===== src/include/ext_bus_map.svh =====
// Purpose: Constants for the external bus pin control block
// Assumes: APB word registers, 250 MHz clock
// Notes: Byte offsets are word aligned
`ifndef EXT_BUS_MAP_SVH
`define EXT_BUS_MAP_SVH

// ----------------------------------------
// Register offsets
// ----------------------------------------
`define OFF_BANK_SWITCH_CTRL 12'h000
`define OFF_CORE_REQ 12'h004
`define OFF_WRITE_DATA 12'h008
`define OFF_PIN_STATUS 12'h00C
`define OFF_READ_DATA 12'h010

// ----------------------------------------
// Field positions
// ----------------------------------------
`define BIT_HOLDER_EN 0
`define BIT_REQ_ADDR_LO 0
`define BIT_REQ_WRITE 8
`define BIT_REQ_INTERRUPT_ACK_OUT 9
`define BIT_REQ_DRIVE 10

// ----------------------------------------
// Reset values and widths
// ----------------------------------------
`define RST_HOLDER_EN 1'b0
`define ADDR_W 6
`define DATA_W 16

`endif


===== src/include/ext_bus_pkg.sv =====
// Purpose: Types for the external bus pin control block
// Assumes: ext_bus_map.svh included first
// Notes: Pin groups travel as packed structs
`include "ext_bus_map.svh"
package ext_bus_pkg;
  // Core-side bus request
  typedef struct packed {
    logic drive;
    logic interrupt_ack_out;
    logic write;
    logic [`ADDR_W-1:0] addr;
  } core_req_t;
  // Two-signal view of a pin group
  typedef struct packed {
    logic [`DATA_W-1:0] out;
    logic [`DATA_W-1:0] oe;
  } data_pins_t;
  typedef enum logic [1:0] {ST_IDLE, ST_DRIVE, ST_RELEASED} bus_state_t;
endpackage


===== src/logic/pin_sync3.sv =====
// Purpose: Three-stage synchroniser, change taken when stages two and three agree
// Assumes: One clock, synchronous active-low reset
// Notes: First stage read only by second stage
`timescale 1ns/1ps
module pin_sync3 #(
  parameter int W = 1,
  parameter logic [W-1:0] INIT = '0
) (
  input wire logic clk_i,
  input wire logic rst_b_i,
  input wire logic ce_i,
  input wire logic [W-1:0] d_i,
  output logic [W-1:0] q_o
);
  logic [W-1:0] s1;
  logic [W-1:0] s2;
  logic [W-1:0] s3;
  // Shift chain and agreement filter
  always_ff @(posedge clk_i)
  begin
    if (!rst_b_i)
    begin
      s1 <= INIT;
      s2 <= INIT;
      s3 <= INIT;
      q_o <= INIT;
    end
    else if (ce_i)
    begin
      s1 <= d_i;
      s2 <= s1;
      s3 <= s2;
      for (int i = 0; i < W; i++)
        if (s2[i] == s3[i])
          q_o[i] <= s3[i];
    end
  end
endmodule // pin_sync3


===== src/logic/data_holder.sv =====
// Purpose: Per-line keeper for the released data bus
// Assumes: Pad level seen through a synchroniser
// Notes: Weak keeper, drive enable never asserted by it
`timescale 1ns/1ps
module data_holder (
  input wire logic clk_i,
  input wire logic rst_b_i,
  input wire logic ce_i,
  input wire logic enable_i,
  input wire logic [15:0] pad_level_i,
  output logic [15:0] keep_level_o,
  output logic keep_active_o
);
  // Track last level carried by each line
  always_ff @(posedge clk_i)
  begin
    if (!rst_b_i)
    begin
      keep_level_o <= 16'h0000;
      keep_active_o <= 1'b0;
    end
    else if (ce_i)
    begin
      keep_level_o <= pad_level_i;
      keep_active_o <= enable_i;
    end
  end
endmodule // data_holder


===== src/logic/ext_bus_pin_control.sv =====
// Purpose: Pin-level control of the simplified external address and data bus
// Assumes: APB slave, 250 MHz REF_CLK_I, synchronous active-low reset
// Notes: Keeper is weak; outputs are separate level and enable signals
// How it works
// Six-bit address out, bit five most significant, bit zero least.
// Address lines released while bus hold is in effect.
// Address lines released while emulation-off input is low.
// One shared sixteen-bit bidirectional data bus, bit fifteen most significant.
// Data bus released unless outputting, and during reset or hold request.
// Data bus released whenever emulation-off is low, overriding transfers.
// Enabled holders keep each undriven line at its last level.
// Holders come out of reset disabled.
// Software sets or clears holder-enable bit in bank-switch control register.
// Interrupt acknowledge asserted when vector fetch begins.
// Address carries vector during acknowledge; acknowledge released when emulation-off low.
// Holder is weak so any external driver overrides it.
//
// The register addresses and the APB slave port were left to the implementer.
`timescale 1ns/1ps
`include "ext_bus_map.svh"

module ext_bus_pin_control (
  // Clock, reset, enable
  input wire logic REF_CLK_I,
  input wire logic RST_B_I,
  input wire logic CE_I,
  // APB slave
  input wire logic PSEL_I,
  input wire logic PENABLE_I,
  input wire logic PWRITE_I,
  input wire logic [11:0] PADDR_I,
  input wire logic [31:0] PWDATA_I,
  output logic [31:0] PRDATA_O,
  output logic PREADY_O,
  output logic PSLVERR_O,
  // Pin inputs
  input wire logic EMULATION_OFF_N_I,
  input wire logic BUS_HOLD_REQ_I,
  input wire logic [15:0] EXT_DATA_I,
  // Address pins
  output logic [5:0] EXT_ADDR_O,
  output logic EXT_ADDR_OE_O,
  // Data pins
  output logic [15:0] EXT_DATA_O,
  output logic [15:0] EXT_DATA_OE_O,
  output logic [15:0] EXT_DATA_KEEP_O,
  output logic EXT_DATA_KEEP_EN_O,
  // Interrupt acknowledge pin
  output logic INTERRUPT_ACK_OUT_O,
  output logic INTERRUPT_ACK_OE_O
);
  // ----------------------------------------
  // Declarations
  // ----------------------------------------
  logic bus_holder_enable_bit;
  ext_bus_pkg::core_req_t core_req;
  logic [15:0] wr_data;
  logic [15:0] rd_data;
  logic emulation_off_n;
  logic hold_req;
  logic [15:0] pad_level;
  logic [15:0] keep_level;
  logic keep_active;
  logic addr_float;
  logic data_float;
  logic drive_next;
  logic apb_access;
  logic apb_wr;
  logic apb_rd;
  ext_bus_pkg::bus_state_t state;
  ext_bus_pkg::bus_state_t next_state;

  // Offset match helper
  function automatic logic hit(input logic [11:0] a, input logic [11:0] off);
    hit = (a == off);
  endfunction

  // Decode one of the mapped offsets
  function automatic logic mapped(input logic [11:0] a);
    mapped = hit(a, `OFF_BANK_SWITCH_CTRL) || hit(a, `OFF_CORE_REQ) || hit(a, `OFF_WRITE_DATA)
      || hit(a, `OFF_PIN_STATUS) || hit(a, `OFF_READ_DATA);
  endfunction

  // ----------------------------------------
  // Pin synchronisers
  // ----------------------------------------
  pin_sync3 #(.W(1), .INIT(1'b1)) u_sync_emu (
    .clk_i(REF_CLK_I),
    .rst_b_i(RST_B_I),
    .ce_i(CE_I),
    .d_i(EMULATION_OFF_N_I),
    .q_o(emulation_off_n)
  );
  pin_sync3 #(.W(1), .INIT(1'b0)) u_sync_hold (
    .clk_i(REF_CLK_I),
    .rst_b_i(RST_B_I),
    .ce_i(CE_I),
    .d_i(BUS_HOLD_REQ_I),
    .q_o(hold_req)
  );
  pin_sync3 #(.W(16), .INIT(16'h0000)) u_sync_data (
    .clk_i(REF_CLK_I),
    .rst_b_i(RST_B_I),
    .ce_i(CE_I),
    .d_i(EXT_DATA_I),
    .q_o(pad_level)
  );

  // ----------------------------------------
  // Bus holder
  // ----------------------------------------
  data_holder u_holder (
    .clk_i(REF_CLK_I),
    .rst_b_i(RST_B_I),
    .ce_i(CE_I),
    .enable_i(bus_holder_enable_bit),
    .pad_level_i(data_float ? pad_level : EXT_DATA_O),
    .keep_level_o(keep_level),
    .keep_active_o(keep_active)
  );

  // ----------------------------------------
  // APB slave
  // ----------------------------------------
  assign apb_access = PSEL_I && PENABLE_I && CE_I;
  assign apb_wr = apb_access && PWRITE_I;
  assign apb_rd = apb_access && !PWRITE_I;

  // Ready and error, answered in the first access cycle
  always_ff @(posedge REF_CLK_I)
  begin
    if (!RST_B_I)
    begin
      PREADY_O <= 1'b0;
      PSLVERR_O <= 1'b0;
    end
    else if (CE_I)
    begin
      PREADY_O <= PSEL_I && !PENABLE_I;
      PSLVERR_O <= PSEL_I && !PENABLE_I && !mapped(PADDR_I);
    end
  end

  // Holder enable bit in the bank-switch control register
  always_ff @(posedge REF_CLK_I)
  begin
    if (!RST_B_I)
      bus_holder_enable_bit <= `RST_HOLDER_EN;
    else if (apb_wr && PREADY_O && hit(PADDR_I, `OFF_BANK_SWITCH_CTRL))
      bus_holder_enable_bit <= PWDATA_I[`BIT_HOLDER_EN];
  end

  // Write data register
  always_ff @(posedge REF_CLK_I)
  begin
    if (!RST_B_I)
      wr_data <= 16'h0000;
    else if (apb_wr && PREADY_O && hit(PADDR_I, `OFF_WRITE_DATA))
      wr_data <= PWDATA_I[15:0];
  end

  // Core request: address, direction, acknowledge, drive
  always_ff @(posedge REF_CLK_I)
  begin
    if (!RST_B_I)
      core_req <= '0;
    else if (apb_wr && PREADY_O && hit(PADDR_I, `OFF_CORE_REQ))
    begin
      core_req.addr <= PWDATA_I[`BIT_REQ_ADDR_LO +: 6];
      core_req.write <= PWDATA_I[`BIT_REQ_WRITE];
      core_req.interrupt_ack_out <= PWDATA_I[`BIT_REQ_INTERRUPT_ACK_OUT];
      core_req.drive <= PWDATA_I[`BIT_REQ_DRIVE];
    end
  end

  // Read data captured from the bus in ST_DRIVE while the request is not a write
  always_ff @(posedge REF_CLK_I)
  begin
    if (!RST_B_I)
      rd_data <= 16'h0000;
    else if (CE_I && state == ext_bus_pkg::ST_DRIVE && !core_req.write)
      rd_data <= pad_level;
  end

  // Read mux
  always_ff @(posedge REF_CLK_I)
  begin
    if (!RST_B_I)
      PRDATA_O <= 32'h00000000;
    else if (CE_I && PSEL_I && !PENABLE_I && !PWRITE_I)
    begin
      PRDATA_O <= 32'h00000000;
      if (hit(PADDR_I, `OFF_BANK_SWITCH_CTRL))
        PRDATA_O <= {31'h00000000, bus_holder_enable_bit};
      else if (hit(PADDR_I, `OFF_CORE_REQ))
        PRDATA_O <= {21'h000000, core_req.drive, core_req.interrupt_ack_out, core_req.write, 2'h0, core_req.addr};
      else if (hit(PADDR_I, `OFF_WRITE_DATA))
        PRDATA_O <= {16'h0000, wr_data};
      else if (hit(PADDR_I, `OFF_PIN_STATUS))
        PRDATA_O <= {27'h0000000, keep_active, data_float, addr_float, hold_req, emulation_off_n};
      else if (hit(PADDR_I, `OFF_READ_DATA))
        PRDATA_O <= {16'h0000, rd_data};
    end
  end

  // ----------------------------------------
  // Bus state
  // ----------------------------------------
  assign addr_float = hold_req || !emulation_off_n;
  assign data_float = !(state == ext_bus_pkg::ST_DRIVE && core_req.write) || hold_req
    || !emulation_off_n;
  // Data bus driven in the coming cycle, shared by enable and keeper
  assign drive_next = next_state == ext_bus_pkg::ST_DRIVE && core_req.write && !hold_req
    && emulation_off_n;

  // Next state from request and release conditions
  always_comb
  begin
    next_state = state;
    unique case (state)
      ext_bus_pkg::ST_IDLE:
        if (hold_req || !emulation_off_n)
          next_state = ext_bus_pkg::ST_RELEASED;
        else if (core_req.drive)
          next_state = ext_bus_pkg::ST_DRIVE;
      ext_bus_pkg::ST_DRIVE:
        if (hold_req || !emulation_off_n)
          next_state = ext_bus_pkg::ST_RELEASED;
        else if (!core_req.drive)
          next_state = ext_bus_pkg::ST_IDLE;
      ext_bus_pkg::ST_RELEASED:
        if (!hold_req && emulation_off_n)
          next_state = ext_bus_pkg::ST_IDLE;
      default:
        next_state = ext_bus_pkg::ST_IDLE;
    endcase
  end

  // State register
  always_ff @(posedge REF_CLK_I)
  begin
    if (!RST_B_I)
      state <= ext_bus_pkg::ST_IDLE;
    else if (CE_I)
      state <= next_state;
  end

  // ----------------------------------------
  // Pin drivers
  // ----------------------------------------
  // Address pins and enable
  always_ff @(posedge REF_CLK_I)
  begin
    if (!RST_B_I)
    begin
      EXT_ADDR_O <= 6'h00;
      EXT_ADDR_OE_O <= 1'b0;
    end
    else if (CE_I)
    begin
      EXT_ADDR_O <= core_req.addr;
      EXT_ADDR_OE_O <= !(hold_req || !emulation_off_n);
    end
  end

  // Data pins and enables, released during reset
  always_ff @(posedge REF_CLK_I)
  begin
    if (!RST_B_I)
    begin
      EXT_DATA_O <= 16'h0000;
      EXT_DATA_OE_O <= 16'h0000;
    end
    else if (CE_I)
    begin
      EXT_DATA_O <= wr_data;
      EXT_DATA_OE_O <= drive_next ? 16'hFFFF : 16'h0000;
    end
  end

  // Weak keeper outputs, only while the bus is released
  always_ff @(posedge REF_CLK_I)
  begin
    if (!RST_B_I)
    begin
      EXT_DATA_KEEP_O <= 16'h0000;
      EXT_DATA_KEEP_EN_O <= 1'b0;
    end
    else if (CE_I)
    begin
      EXT_DATA_KEEP_O <= keep_level;
      EXT_DATA_KEEP_EN_O <= keep_active && !drive_next;
    end
  end

  // Interrupt acknowledge pin
  always_ff @(posedge REF_CLK_I)
  begin
    if (!RST_B_I)
    begin
      INTERRUPT_ACK_OUT_O <= 1'b1;
      INTERRUPT_ACK_OE_O <= 1'b0;
    end
    else if (CE_I)
    begin
      INTERRUPT_ACK_OUT_O <= !(core_req.interrupt_ack_out && core_req.drive);
      INTERRUPT_ACK_OE_O <= emulation_off_n;
    end
  end

  // ----------------------------------------
  // Assertions
  // ----------------------------------------
  a_addr_release_hold: assert property (@(posedge REF_CLK_I) disable iff (!RST_B_I)
    CE_I && hold_req |=> !EXT_ADDR_OE_O) else $error("address driven during hold");
  a_addr_release_emu: assert property (@(posedge REF_CLK_I) disable iff (!RST_B_I)
    CE_I && !emulation_off_n |=> !EXT_ADDR_OE_O) else $error("address driven with emulation off");
  a_data_release: assert property (@(posedge REF_CLK_I) disable iff (!RST_B_I)
    CE_I && (hold_req || !core_req.write) |=> EXT_DATA_OE_O == 16'h0000) else $error("data driven wrongly");
  a_data_emu_off: assert property (@(posedge REF_CLK_I) disable iff (!RST_B_I)
    CE_I && !emulation_off_n |=> EXT_DATA_OE_O == 16'h0000) else $error("data driven with emulation off");
  a_keep_no_fight: assert property (@(posedge REF_CLK_I) disable iff (!RST_B_I)
    !(EXT_DATA_KEEP_EN_O && EXT_DATA_OE_O != 16'h0000)) else $error("keeper fights driver");
  a_holder_reset: assert property (@(posedge REF_CLK_I)
    $rose(RST_B_I) |-> !bus_holder_enable_bit) else $error("holder enabled after reset");
  a_holder_write: assert property (@(posedge REF_CLK_I) disable iff (!RST_B_I)
    apb_wr && PREADY_O && hit(PADDR_I, `OFF_BANK_SWITCH_CTRL) |=> bus_holder_enable_bit == $past(PWDATA_I[0]))
    else $error("holder bit not written");
  a_interrupt_ack_out_vector: assert property (@(posedge REF_CLK_I) disable iff (!RST_B_I)
    CE_I && core_req.interrupt_ack_out && core_req.drive |=> !INTERRUPT_ACK_OUT_O && EXT_ADDR_O == $past(core_req.addr))
    else $error("acknowledge or vector wrong");
  a_interrupt_ack_out_emu_off: assert property (@(posedge REF_CLK_I) disable iff (!RST_B_I)
    CE_I && !emulation_off_n |=> !INTERRUPT_ACK_OE_O) else $error("acknowledge driven with emulation off");
  a_keep_gapless: assert property (@(posedge REF_CLK_I) disable iff (!RST_B_I)
    CE_I && keep_active && EXT_DATA_OE_O != 16'h0000 && !drive_next |=> EXT_DATA_KEEP_EN_O
    && EXT_DATA_OE_O == 16'h0000) else $error("keeper gap after drive");
  a_data_oe_whole: assert property (@(posedge REF_CLK_I) disable iff (!RST_B_I)
    EXT_DATA_OE_O == 16'h0000 || EXT_DATA_OE_O == 16'hFFFF) else $error("data enable split");
  a_addr_follows: assert property (@(posedge REF_CLK_I) disable iff (!RST_B_I)
    CE_I |=> EXT_ADDR_O == $past(core_req.addr)) else $error("address not from request");
  c_write_drive: cover property (@(posedge REF_CLK_I) disable iff (!RST_B_I) EXT_DATA_OE_O == 16'hFFFF);
  c_keeper_on: cover property (@(posedge REF_CLK_I) disable iff (!RST_B_I) EXT_DATA_KEEP_EN_O);
  c_interrupt_ack_out: cover property (@(posedge REF_CLK_I) disable iff (!RST_B_I) !INTERRUPT_ACK_OUT_O);
  c_bus_released: cover property (@(posedge REF_CLK_I) disable iff (!RST_B_I) $fell(EXT_ADDR_OE_O));
  c_read_capture: cover property (@(posedge REF_CLK_I) disable iff (!RST_B_I)
    state == ext_bus_pkg::ST_DRIVE && !core_req.write);
endmodule // ext_bus_pin_control


===== config.mk =====
export PLATFORM = sky130hd
export DESIGN_NAME = ext_bus_pin_control
export DESIGN_NICKNAME = d
export VERILOG_FILES = /design/src/include/ext_bus_pkg.sv /design/src/logic/pin_sync3.sv /design/src/logic/data_holder.sv /design/src/logic/ext_bus_pin_control.sv
export VERILOG_INCLUDE_DIRS = /design/src /design/src/include
export SDC_FILE = /design/constraint.sdc
export NUM_CORES = 1
export LEC_CHECK = 0
export ABC_CLOCK_PERIOD_IN_PS = 2100
export BUFFER_PORTS_ARGS = -buffer_cell sky130_fd_sc_hd__buf_4
export CORE_MARGIN = 3
export CORE_UTILIZATION = 40
export CTS_BUF_LIST = sky130_fd_sc_hd__clkbuf_8
export CTS_CLUSTER_SIZE = 12
export DETAILED_ROUTE_END_ITERATION = 8
export GPL_TIMING_DRIVEN = 0
export PLACE_DENSITY = 0.73
export RECOVER_POWER = 50
export SETUP_SLACK_MARGIN = 0.02
export SLEW_MARGIN = 5
export SYNTH_ARGS = -nofsm -noshare
export SYNTH_HDL_FRONTEND = slang
export SYNTH_SLANG_ARGS = --single-unit

===== constraint.sdc =====
create_clock -name REF_CLK_I -period 2.1 [get_ports REF_CLK_I]
set_input_delay 0.315 -clock REF_CLK_I [delete_from_list [all_inputs] [get_ports REF_CLK_I]]
set_output_delay 0.315 -clock REF_CLK_I [all_outputs]
set_load 0.02 [all_outputs]

Word-level counts from Yosys, hierarchy flattened

Index checks and enable logic that the tools add are counted.

Mux-type cells: 13
Equal/unequal tests: 25
Reduce and logical (&&, ||, !) cells: 58

Operators with widths:

| operator                                        | count |
|---|---|
| 2-to-1 mux 16 bit                               | 7 |
| AND reduction 2 bit                             | 18 |
| == test 12 x 4 -> 1 bit (second input constant) | 2 |
| logical AND 1 bit                               | 21 |
| == test 1 bit                                   | 18 |
| == test 12 x 3 -> 1 bit (second input constant) | 1 |
| == test 12 x 5 -> 1 bit (second input constant) | 1 |
| zero test 12 bit                                | 1 |
| zero test 1 bit                                 | 10 |
| 2-to-1 mux 2 bit                                | 5 |
| logical OR 1 bit                                | 7 |
| one-hot mux 2 bit (3 select lines)              | 1 |
| == test 2 x 1 -> 1 bit (second input constant)  | 2 |
| == test 2 bit (second input constant)           | 1 |
| zero test 2 bit                                 | 1 |

Register bits after elaboration: 225
Bits of input ports: 68

Depth between registers and ports, before layout

Gate-level depths: netlist of run 1.

Depth after elaboration: 10
Gate-level depth with buffers: 6

Cells and area by module

A second synthesis of run 1 with hierarchy kept.

Cell total of the unflattened synthesis: 845
Area, all modules: 8451.9 um^2

Modules (own cells, without submodules):

| module                   | instances | cells each | area each (um^2) | sequential area each (um^2) |
|---|---|---|---|---|
| ext_bus_pin_control      | 1         | 505        | 4790.8           | 2102.0 |
| pin_sync3 at u_sync_data | 1         | 258        | 2707.6           | 1281.2 |
| data_holder              | 1         | 54         | 651.9            | 340.3 |
| pin_sync3 at u_sync_hold | 1         | 14         | 158.9            | 80.1 |
| pin_sync3 at u_sync_emu  | 1         | 14         | 142.6            | 80.1 |

Worst setup path after synthesis of run 1

OpenSTA, ideal clock, no wires.

Kind: input to register
From: input port PADDR_I[9]
To: register core_req[0] in the netlist's numbering
Required time: 2.028 ns
Data arrival time: 1.916 ns
Path buffers: 1
Stages: 5
Setup time: 0.072 ns
Path slack: 0.113 ns
Cells stage by stage: or4_4 or4_4 nor3_2 buf_6 mux2i_1

Longest elaborated chain between the ends: 2

Ends and longest elaborated chain:

| item                    | line                       | text |
|---|---|---|
| from (decl)             | ext_bus_pin_control.sv:31  | `input wire logic [11:0] PADDR_I,` |
| == test 12 x 3 -> 1 bit | ext_bus_pin_control.sv:75  | `hit = (a == off);` |
| logical AND 1 bit       | ext_bus_pin_control.sv:167 | `` else if (apb_wr && PREADY_O && hit(PADDR_I, `OFF_CORE_REQ)) `` |
| to (decl)               | ext_bus_pin_control.sv:56  | `ext_bus_pkg::core_req_t core_req;` |

Every way passes these cells.
A chain may end at the register's enable or synchronous reset.

==> summary.md, run 1 <==
| Metric | Value |
|---|---|
| DRT Pass-1 Iters | `7` |
| P_sw | `1.83 mW` |
| Clock power frac | `0.374` |
| Number of antenna violations at the first check in global routing | `0` |
| Routed WL | `approximately 21,000 µm` |
| Fill count | `1,917` |
| Mapped cell area | `8140 µm²` |
| Clk buf depth | `2` |
| Slew @ Worst Pin | `1.08 ns` |
| Ports | `160` |
| Area growth, synth to finish | `18.8%` |
| Int Pwr | `5.11 mW` |
| Cell variety after synth | `48` |
| Ys Warns | `0` |
| Leakage power | `3.95 nW` |
| NumNets Final | `1,067` |
| Synth top area cells | `dfxtp_1 48%, mux2i_1 17%, nor2b_1 7.7%` |
| Clk_skew | `between 0.01 and 0.015 ns` |
| Fin area | `9670 µm²` |
| CTS tree | `yes` |
| Crit Path Class | `input pin to flip-flop` |
| Minimum clock period | `between 1.5 and 2 ns` |
| Initial Utilization | `0.413` |
| Seq/Total Area, Yosys | `0.477` |
| Clk root buf | `clkbuf_8` |
| First-pass GRT wire length | `about 33,000 µm` |
| H-tree Lvls | `4` |
| Commonest non-fill, non-tap cell in the layout | `dfxtp_1` |
| CP Launch Type | `input pin` |
| Min Hold Slack | `around 0.055 ns` |
| Die width | `149 µm` |
| Final Max Tran Viols | `0` |
| Clock transition at the registers of the reported paths | `0.11 ns` |
| Hold Path Origin | `EMULATION_OFF_N_I` |
| Number of global-route vias before repair | `approximately 6,000` |
| ANT nets after route | `0` |
| Via count | `6,299` |
| Endpoints failing hold | `0` |
| Grt total ovfl | `0` |
| Hold Path Class | `input pin to flip-flop` |
| Detailed placement HPWL | `about 16,000 µm` |
| Ys flop type | `dfxtp_1` |
| Commonest non-fill, non-tap cells in the layout | `193 x dfxtp_1, 139 x mux2i_1, 115 x nand2_1, 108 x clkbuf_1, 99 x nor2b_1` |
| Placed cell areas | `between 9000 and 10,000 µm²` |
| Startpoint of the worst register-to-register path | `u_sync_emu.q_o` |
| TNS Setup | `0 ns` |
| # diodes | `0` |
| PwrDens | `717 nW/µm²` |
| Placer congestion estimate | `0.913` |
| Crit path from | `CE_I` |
| Largest net degree at the start of global routing | `20` |
| Slew headroom | `0.272` |
| Die Area | `about 22,000 µm²` |
| Total GRT Usage | `0.192` |
| Area of the multi-input gates | `3850 µm²` |
| Synth Instances | `840` |
| Num CTS Buffers | `17` |
| RSZ-0062 raised after global routing | `false` |
| Max Cap Violations | `0` |
| Sequential Power Share | `0.546` |
| CTS sink count | `194` |
| Core ar. | `about 20,000 µm²` |
| Area fraction of the dominant cell type after synthesis | `0.477` |
| Fmax achieved | `518 MHz` |
| WL per Instance | `~17 µm` |
| Syn avg cell area | `9.69 µm²` |
| Status | `complete, no violations` |
| Fin crit share | `0.920` |
| Seq cells post-synth | `194` |
| Die H | `149 µm` |
| Reg area | `3880 µm²` |
| Worst VDD drop | `448 µV` |
| Setup Fix Bufs, Post-CTS | `0` |
| Port bufs | `125` |
| Largest area contributor in the netlist | `dfxtp_1` |
| Critical Path End Type | `flip-flop` |
| Number of synthesized flops with an enable pin | `0` |
| Ys async rst share | `0` |
| Post-cts hold buffer count | `0` |
| DR DRC count | `0` |
| # rows | `about 50` |
| Clk_lat worst skew | `roughly 0.5 ns` |
| CP Max Fanout | `10` |
| Share of cells above drive strength 1 | `0.145` |
| WP data required | `around 2.5 ns` |
| First DRT Iteration DRCs | `446` |
| CTS resizes | `0` |
| Combinational power share | `0.080` |
| Vias per cell | `4.93` |
| Worst Path Arrival | `about 2.3 ns` |
| # setup viols final | `0` |
| Sw frac | `0.264` |
## path summary, 6_finish.rpt
check                                    to  slack (ns)  cells past startpoint
setup / recovery          u_sync_data.s3[6]        0.17                      6
hold / removal                u_sync_emu.s1        0.06                      3
setup reg to reg  u_holder.keep_level_o[14]        0.21                      6
hold reg to reg                PRDATA_O[15]        0.46                      2
## final cells by class
| type | count | share of cell area |
|---|---|---|
| tap | 265 | 0.0343 |
| timing repair buffer | 125 | 0.0730 |
| inverter | 3 | 0.00116 |
| sequential | 194 | 0.402 |
| clock inverter | 15 | 0.0202 |
| clock buffer | 17 | 0.0242 |
| buffer | 85 | 0.0475 |
| multi-input combinational | 573 | 0.398 |
## cells in the mapped netlist, drive strengths merged, types with 2 or more instances
master and instances:
dfxtp 194, mux2i 139, nand2 115, nor2b 100, o21ai 45, buf 43, clkbuf 42, a21boi 39
a21oi 30, a21o 16, nor2 11, a22oi 9, nand3 6, o31ai 5, a2bb2oi 4, and2 3
inv 3, nor4 3, or3b 3, a22o 2, and3b 2, nand2b 2, nand3b 2, nand4 2
nor3 2, nor3b 2, o21a 2, or4 2
## metal layers
metal | global-route usage | part of all wire | vias up
li1 | - | - | 3150
met1 | 0.252 | 0.46 | 2906
met2 | 0.308 | 0.45 | 197
met3 | 0.0500 | 0.066 | 46
met4 | 0.0637 | 0.025 | 0
met5 | 0 | 0 | -
## power by group through the flow
stage,combinational (mW),clock (mW),sequential (mW)
2_1_floorplan,0.354,0,3.87
3_3_place_gp,0.556,0,3.87
3_5_place_dp,0.563,0,3.87
4_1_cts,0.565,2.64,3.79
5_1_grt,0.603,2.78,3.80
6_report,0.552,2.60,3.79
## cells by family (layout without fill, tap and decap cells)
group | after synthesis | count (layout) | synth area share
AND/OR/NAND/NOR | 259 | 259 | 0.168
other | 1 | 16 | 0.000461
buffers and inverters | 88 | 245 | 0.0576
multiplexers | 139 | 139 | 0.171
AO/OA/AOI/OAI | 159 | 159 | 0.125
flip-flops | 194 | 194 | 0.477
## worst max-delay path, stage by stage
cell and delay (ns):
clkbuf_1 0.18, clkbuf_1 0.41, clkbuf_1 0.43, clkbuf_1 0.63, mux2i_1 0.28, nor2b_1 0.06
## stage by stage
| step | instances | utilization | worst slack [ns] | power, mW |
|---|---|---|---|---|
| after floorplan | 855 | - | 0.113 | 4.23 |
| after global placement | 1245 | 0.480 | -0.127 | 4.43 |
| after detailed placement | 1245 | 0.480 | -0.138 | 4.44 |
| after CTS | 1277 | 0.502 | 0.0285 | 6.99 |
| after global routing | 1277 | 0.491 | 0.0649 | 7.18 |
| final | 1277 | 0.491 | 0.168 | 6.94 |
Power figures use the tool's default switching activity.
==> run 2: changes to the inputs <==
--- a/config.mk
+++ b/config.mk
@@ -17,4 +17,5 @@
 export PLACE_DENSITY = 0.73
 export RECOVER_POWER = 50
+export REMOVE_ABC_BUFFERS = 1
 export SETUP_SLACK_MARGIN = 0.02
 export SLEW_MARGIN = 5
==> constraint.sdc (replaced) <==
create_clock -name REF_CLK_I -period 2.1 [get_ports REF_CLK_I]
set_input_delay 0.315 -clock REF_CLK_I [delete_from_list [all_inputs] [get_ports REF_CLK_I]]
set_output_delay 0.315 -clock REF_CLK_I [all_outputs]
set_load 0.1 [all_outputs]
==> summary.md, run 2 (synthesis gave the netlist of run 1 again) <==
| Metric | Value |
|---|---|
| Grt total ovfl | `0` |
| First-pass GRT wire length | `28,600 µm` |
| # diodes | `0` |
| Place WS | `-0.777 ns` |
| Leakage power | `3.99 nW` |
| Fmax achieved | `about 490 MHz` |
| Slew headroom | `0.189` |
| RSZ-0062 raised after global routing | `true` |
| Worst Setup EP | `core_req[4]` |
| CTS tree | `yes` |
| Slowest stage delay, CP | `0.59 ns` |
| Most used cell along the critical path | `or4_4` |
| Final Max Tran Viols | `0` |
| CP bufs+invs | `1` |
| ANT nets after route | `0` |
| Max Cap Violations | `0` |
| Clk root buf | `clkbuf_8` |
| Die Area | `22,100 µm²` |
| Port bufs | `127` |
| H-tree Lvls | `4` |
| Worst path depth | `5` |
| NumNets Final | `989` |
| Critical Path End Type | `flip-flop` |
| Fin crit share | `0.980` |
| Hold Path Class | `input pin to flip-flop` |
| Status | `complete, no violations` |
| Commonest non-fill, non-tap cell in the layout | `dfxtp_1` |
| Area growth, synth to finish | `16.4%` |
| CTS sink count | `194` |
| Placer congestion estimate | `0.747` |
| Clk_lat worst skew | `0.44 ns` |
| Ports | `160` |
| Setup Fix Bufs, Post-CTS | `0` |
| # rows | `51` |
| Num CTS Buffers | `17` |
| Final Util | `0.481` |
| Clk buf depth | `2` |
| Post-cts hold buffer count | `0` |
| Clock transition at the registers of the reported paths | `0.08 ns` |
| DR DRC count | `0` |
| RR Endpoint | `u_holder.keep_level_o[7]` |
| Clk_skew | `0.0123 ns` |
| Crit-path slowest cell | `or4_4` |
| Placed Cells incl. Taps | `roughly 1,200` |
| Setup WS post-layout | `0.0411 ns` |
| Total GRT Usage | `0.161` |
| CP Max Fanout | `9` |
| Worst Path Arrival | `around 2.4 ns` |
| Fin area | `9480 µm²` |
| Minimum clock period | `2.06 ns` |
| Core ar. | `19,700 µm²` |
| First DRT Iteration DRCs | `285` |
| # setup viols final | `0` |
| Initial Utilization | `0.413` |
| Routed WL | `17,900 µm` |
| Number of global-route vias before repair | `5,423` |
| Delay-heaviest family, CP | `simple AND/OR/NAND/NOR gates` |
| Crit path from | `PADDR_I[9]` |
| Startpoint of the worst register-to-register path | `u_sync_emu.q_o` |
| R2r setup slk | `around 0.20 ns` |
| Placed cell areas | `9130 µm²` |
| PwrDens | `between 700 and 800 nW/µm²` |
| Fill count | `1,870` |
| CP cell instances | `buf_4, or4_4, or4_4, nor3_4, mux2i_1` |
| WP data required | `2.46 ns` |
| Via count | `5,828` |
| Commonest non-fill, non-tap cells in the layout | `194 x dfxtp_1, 139 x mux2i_1, 115 x nand2_1, 102 x buf_4, 99 x nor2b_1` |
| Number of antenna violations at the first check in global routing | `0` |
| Largest net degree at the start of global routing | `117` |
| DRT Pass-1 Iters | `4` |
| Slew @ Worst Pin | `1.20 ns` |
| Worst VDD drop | `about 360 µV` |
| Total power | `roughly 6.7 mW` |
| Vias per cell | `4.86` |
| Endpoints failing hold | `0` |
| Non-Filler Instances | `1,198` |
| WL per Instance | `14.9 µm` |
| Die width | `149 µm` |
| Crit Path Class | `input pin to flip-flop` |
| CP Launch Type | `input pin` |
| Die H | `149 µm` |
| Share of cells above drive strength 1 | `0.190` |
| Reg2reg path depth | `5` |
| Detailed placement HPWL | `11,800 µm` |
==> run 2: cell count changes in the layout (fill, tap and decap cells not counted), moves of 2 or more <==
cell        delta
buf_16         +3
buf_2          -4
inv_8          -5
inv_6          -2
clkbuf_8       +2
clkbuf_1     -108
buf_4          +9
clkinvlp_4     +2
clkinv_8       -2
clkbuf_4       -2
clkinv_2       +4
clkbuf_2      +23
==> run 2: tightest hold or removal path: cells and delay by family <==
kind                   cells  cell delay [ns]
buffers and inverters      1             0.08
AND/OR/NAND/NOR            1             0.06
multiplexers               1             0.06
==> run 2: metrics by stage <==
stage / setup TNS [ns] / hold WS (ns)
final: 0 / 0.0962
after global routing: 0 / 0.0818
after CTS: 0 / 0.0643
after detailed placement: -28.04 / 0.443
after global placement: -177.28 / 0.438
after floorplan: -151.84 / 0.377
==> run 2: report_power, final <==
part           internal [mW]  total (mW)  switching [mW]  leakage [nW]
Sequential              3.74        3.78          0.0374          1.57
Clock                  0.978        2.22            1.24         0.186
Combinational          0.227       0.684           0.457          2.23
==> run 2: routing by layer <==
layer	track usage	vias up	part of all wire
met3	0.0356	15	0.050
met5	0	-	0
li1	-	3002	-
met2	0.261	116	0.46
met1	0.218	2695	0.48
met4	0.0453	0	0.011
==> run 2: area by class of cell <==
type	instances	area [µm²]	area share
timing repair buffer	131	1010	0.106
clock buffer	19	262	0.0276
multi-input combinational	573	3880	0.409
inverter	3	15.0	0.00158
sequential	194	3880	0.410
timing repair inverter	1	5.00	0.000528
clock inverter	12	93.8	0.00990
tap	265	332	0.0350
==> run 2: worst min-delay path by stage <==
| stage | start | endpoint | slack (ns) | cells after the start |
|---|---|---|---|---|
| after floorplan | RST_B_I | INTERRUPT_ACK_OUT_O | 0.38 | 1 |
| after global placement | PRDATA_O[7] | PRDATA_O[7] | 0.44 | 2 |
| after detailed placement | PRDATA_O[7] | PRDATA_O[7] | 0.44 | 2 |
| after CTS | EMULATION_OFF_N_I | u_sync_emu.s1 | 0.06 | 3 |
| after global routing | EMULATION_OFF_N_I | u_sync_emu.s1 | 0.08 | 3 |
| final | EMULATION_OFF_N_I | u_sync_emu.s1 | 0.1 | 3 |
==> run 2: repair_timing <==
action | 4_1_cts | 5_1_grt
gates cloned | 1 | 0
pin swaps | 0 | 1
endpoints found under the setup margin | 47 | 12
resized for setup | 7 | 1
endpoints found under the hold margin | 0 | 0
==> run 3: changes to the inputs <==
Settings changed: ABC_CLOCK_PERIOD_IN_PS 2100 to 2250, CORE_MARGIN 3 to default, PLACE_DENSITY 0.73 to 0.71.
Clock period 2.1 ns to 2.25 ns, I/O delays scaled along.
==> summary.md, run 3 (synthesis gave the netlist of run 1 again) <==
| Metric | Value |
|---|---|
| Detailed placement HPWL | `11,300 µm` |
| Number of global-route vias before repair | `5,226` |
| PwrDens | `around 680 nW/µm²` |
| Largest net degree at the start of global routing | `107` |
| Final Max Tran Viols | `51` |
| Hold Path Depth | `3` |
| Ports | `160` |
| Grt total ovfl | `0` |
| # setup viols final | `0` |
| Core ar. | `19,700 µm²` |
| Critical Path End Type | `flip-flop` |
| Endpoints failing hold | `0` |
| Final Util | `0.480` |
| # diodes | `0` |
| Clk root buf | `clkbuf_8` |
| Fmax achieved | `477 MHz` |
| Placed cell areas | `9110 µm²` |
| # rows | `51` |
| Worst Path Arrival | `roughly 2.5 ns` |
| First DRT Iteration DRCs | `between 300 and 400` |
| Port bufs | `127` |
| Hold Path End | `u_sync_emu.s1` |
| Failing checks | `max-capacitance violations, max-slew violations` |
| Place WS | `-0.846 ns` |
| CTS sink count | `194` |
| Max Cap Violations | `1` |
| Routed WL | `18,100 µm` |
| DR DRC count | `0` |
| Area growth, synth to finish | `16.3%` |
| Total GRT Usage | `0.176` |
| H-tree Lvls | `4` |
| Reg area | `3880 µm²` |
| Startpoint of the worst register-to-register path | `u_sync_emu.q_o` |
| NumNets Final | `between 900 and 1,000` |
| Leakage power | `3.99 nW` |
| Clk_skew | `approximately 0.011 ns` |
| Post-cts hold buffer count | `0` |
| ANT nets after route | `0` |
| Num CTS Buffers | `17` |
| Clk buf depth | `2` |
| RR Endpoint | `u_holder.keep_level_o[12]` |
| CP Launch Type | `input pin` |
| R2r setup slk | `between 0.2 and 0.25 ns` |
| Status | `finished with violations` |
| Vias per cell | `between 4 and 5` |
| Hold Path Origin | `EMULATION_OFF_N_I` |
| Min Hold Slack | `roughly 0.1 ns` |
| Fill count | `1,904` |
| Commonest non-fill, non-tap cell in the layout | `dfxtp_1` |
| Reg2reg path depth | `4` |
| First-pass GRT wire length | `28,100 µm` |
| Total power | `6.43 mW` |
| Area of the multi-input gates | `a little under 4000 µm²` |
| Slew headroom | `-0.00204` |
| DRT Pass-1 Iters | `4` |
| WL per Instance | `15.1 µm` |
| Fin area | `approximately 9500 µm²` |
| Clock transition at the registers of the reported paths | `0.09 ns` |
| Hold Path Class | `input pin to flip-flop` |
| Placer congestion estimate | `~0.77` |
| Die H | `145 µm` |
| Initial Utilization | `0.413` |
| Fin crit share | `0.931` |
| Die width | `145 µm` |
| Clk_lat worst skew | `0.46 ns` |
| Slew @ Worst Pin | `1.50 ns` |
| Minimum clock period | `2.09 ns` |
| Crit Path Class | `input pin to flip-flop` |
| Die Area | `about 21,000 µm²` |
| RSZ-0062 raised after global routing | `false` |
| Via count | `a little under 6,000` |
| Number of antenna violations at the first check in global routing | `0` |
| CTS tree | `yes` |
| Share of cells above drive strength 1 | `0.191` |
| WP data required | `about 2.6 ns` |
| Commonest non-fill, non-tap cells in the layout | `194 x dfxtp_1, 139 x mux2i_1, 115 x nand2_1, 99 x nor2b_1, 94 x buf_4` |
| Worst VDD drop | `317 µV` |
| CP Max Fanout | `9` |
| Setup WS post-layout | `between 0.15 and 0.2 ns` |
## run 3: cell count changes in the layout (fill, tap and decap cells not counted), moves of 2 or more
cell        before  now
clkinvlp_4       4    1
clkinv_2         5    3
clkbuf_2        23   33
buf_4          102   94
clkbuf_8        19   21
## run 3: how the worst max path moves through the flow
stage               cells after the start  slack, ns                         to              start
floorplan                               2      -8.90          EXT_DATA_OE_O[14]  EXT_DATA_OE_O[14]
global placement                        5      -3.31                 rd_data[8]               CE_I
detailed placement                      7      -0.85                 rd_data[0]               CE_I
CTS                                     7       0.09                rd_data[14]               CE_I
global route                            4       0.06  u_holder.keep_level_o[12]               CE_I
finish                                  5       0.16                core_req[8]         PADDR_I[9]
## run 3: cell type report
type	instances	area share
well taps	265	0.0350
clock buffers	21	0.0305
clock inverters	10	0.0115
repair inverters	1	0.000529
multi-input cells	573	0.409
repair buffers	132	0.102
inverters	3	0.00159
flip-flops and latches	194	0.410
## run 3: per-layer routing
metal	track usage	up-vias	routed length (µm)
met5	0	-	0
met3	0.0457	19	838
met2	0.267	123	8060
li1	-	2982	-
met1	0.237	2710	8880
met4	0.0670	0	316
## run 3: power by group
part	leakage (nW)	switching (mW)	internal (mW)
sequential	1.57	0.0354	3.49
combinational	2.21	0.433	0.214
clock	0.214	1.16	1.09
## run 3: through the flow
stage                     instances  setup TNS (ns)
after floorplan                 770         -148.51
after global placement         1162         -153.10
after detailed placement       1165          -23.82
after CTS                      1198               0
after global routing           1199               0
final                          1199               0
## run 3: worst max-delay path: stages
cell and delay [ns]:
buf_4 0.11, or4_4 0.58, or4_4 0.57, nor3_4 0.63
mux2i_1 0.25
## run 3: repair_timing
item	in CTS	in global routing
resized for setup	3	3
endpoints found under the setup margin	25	26
cloned	1	1
buffers inserted	1	0
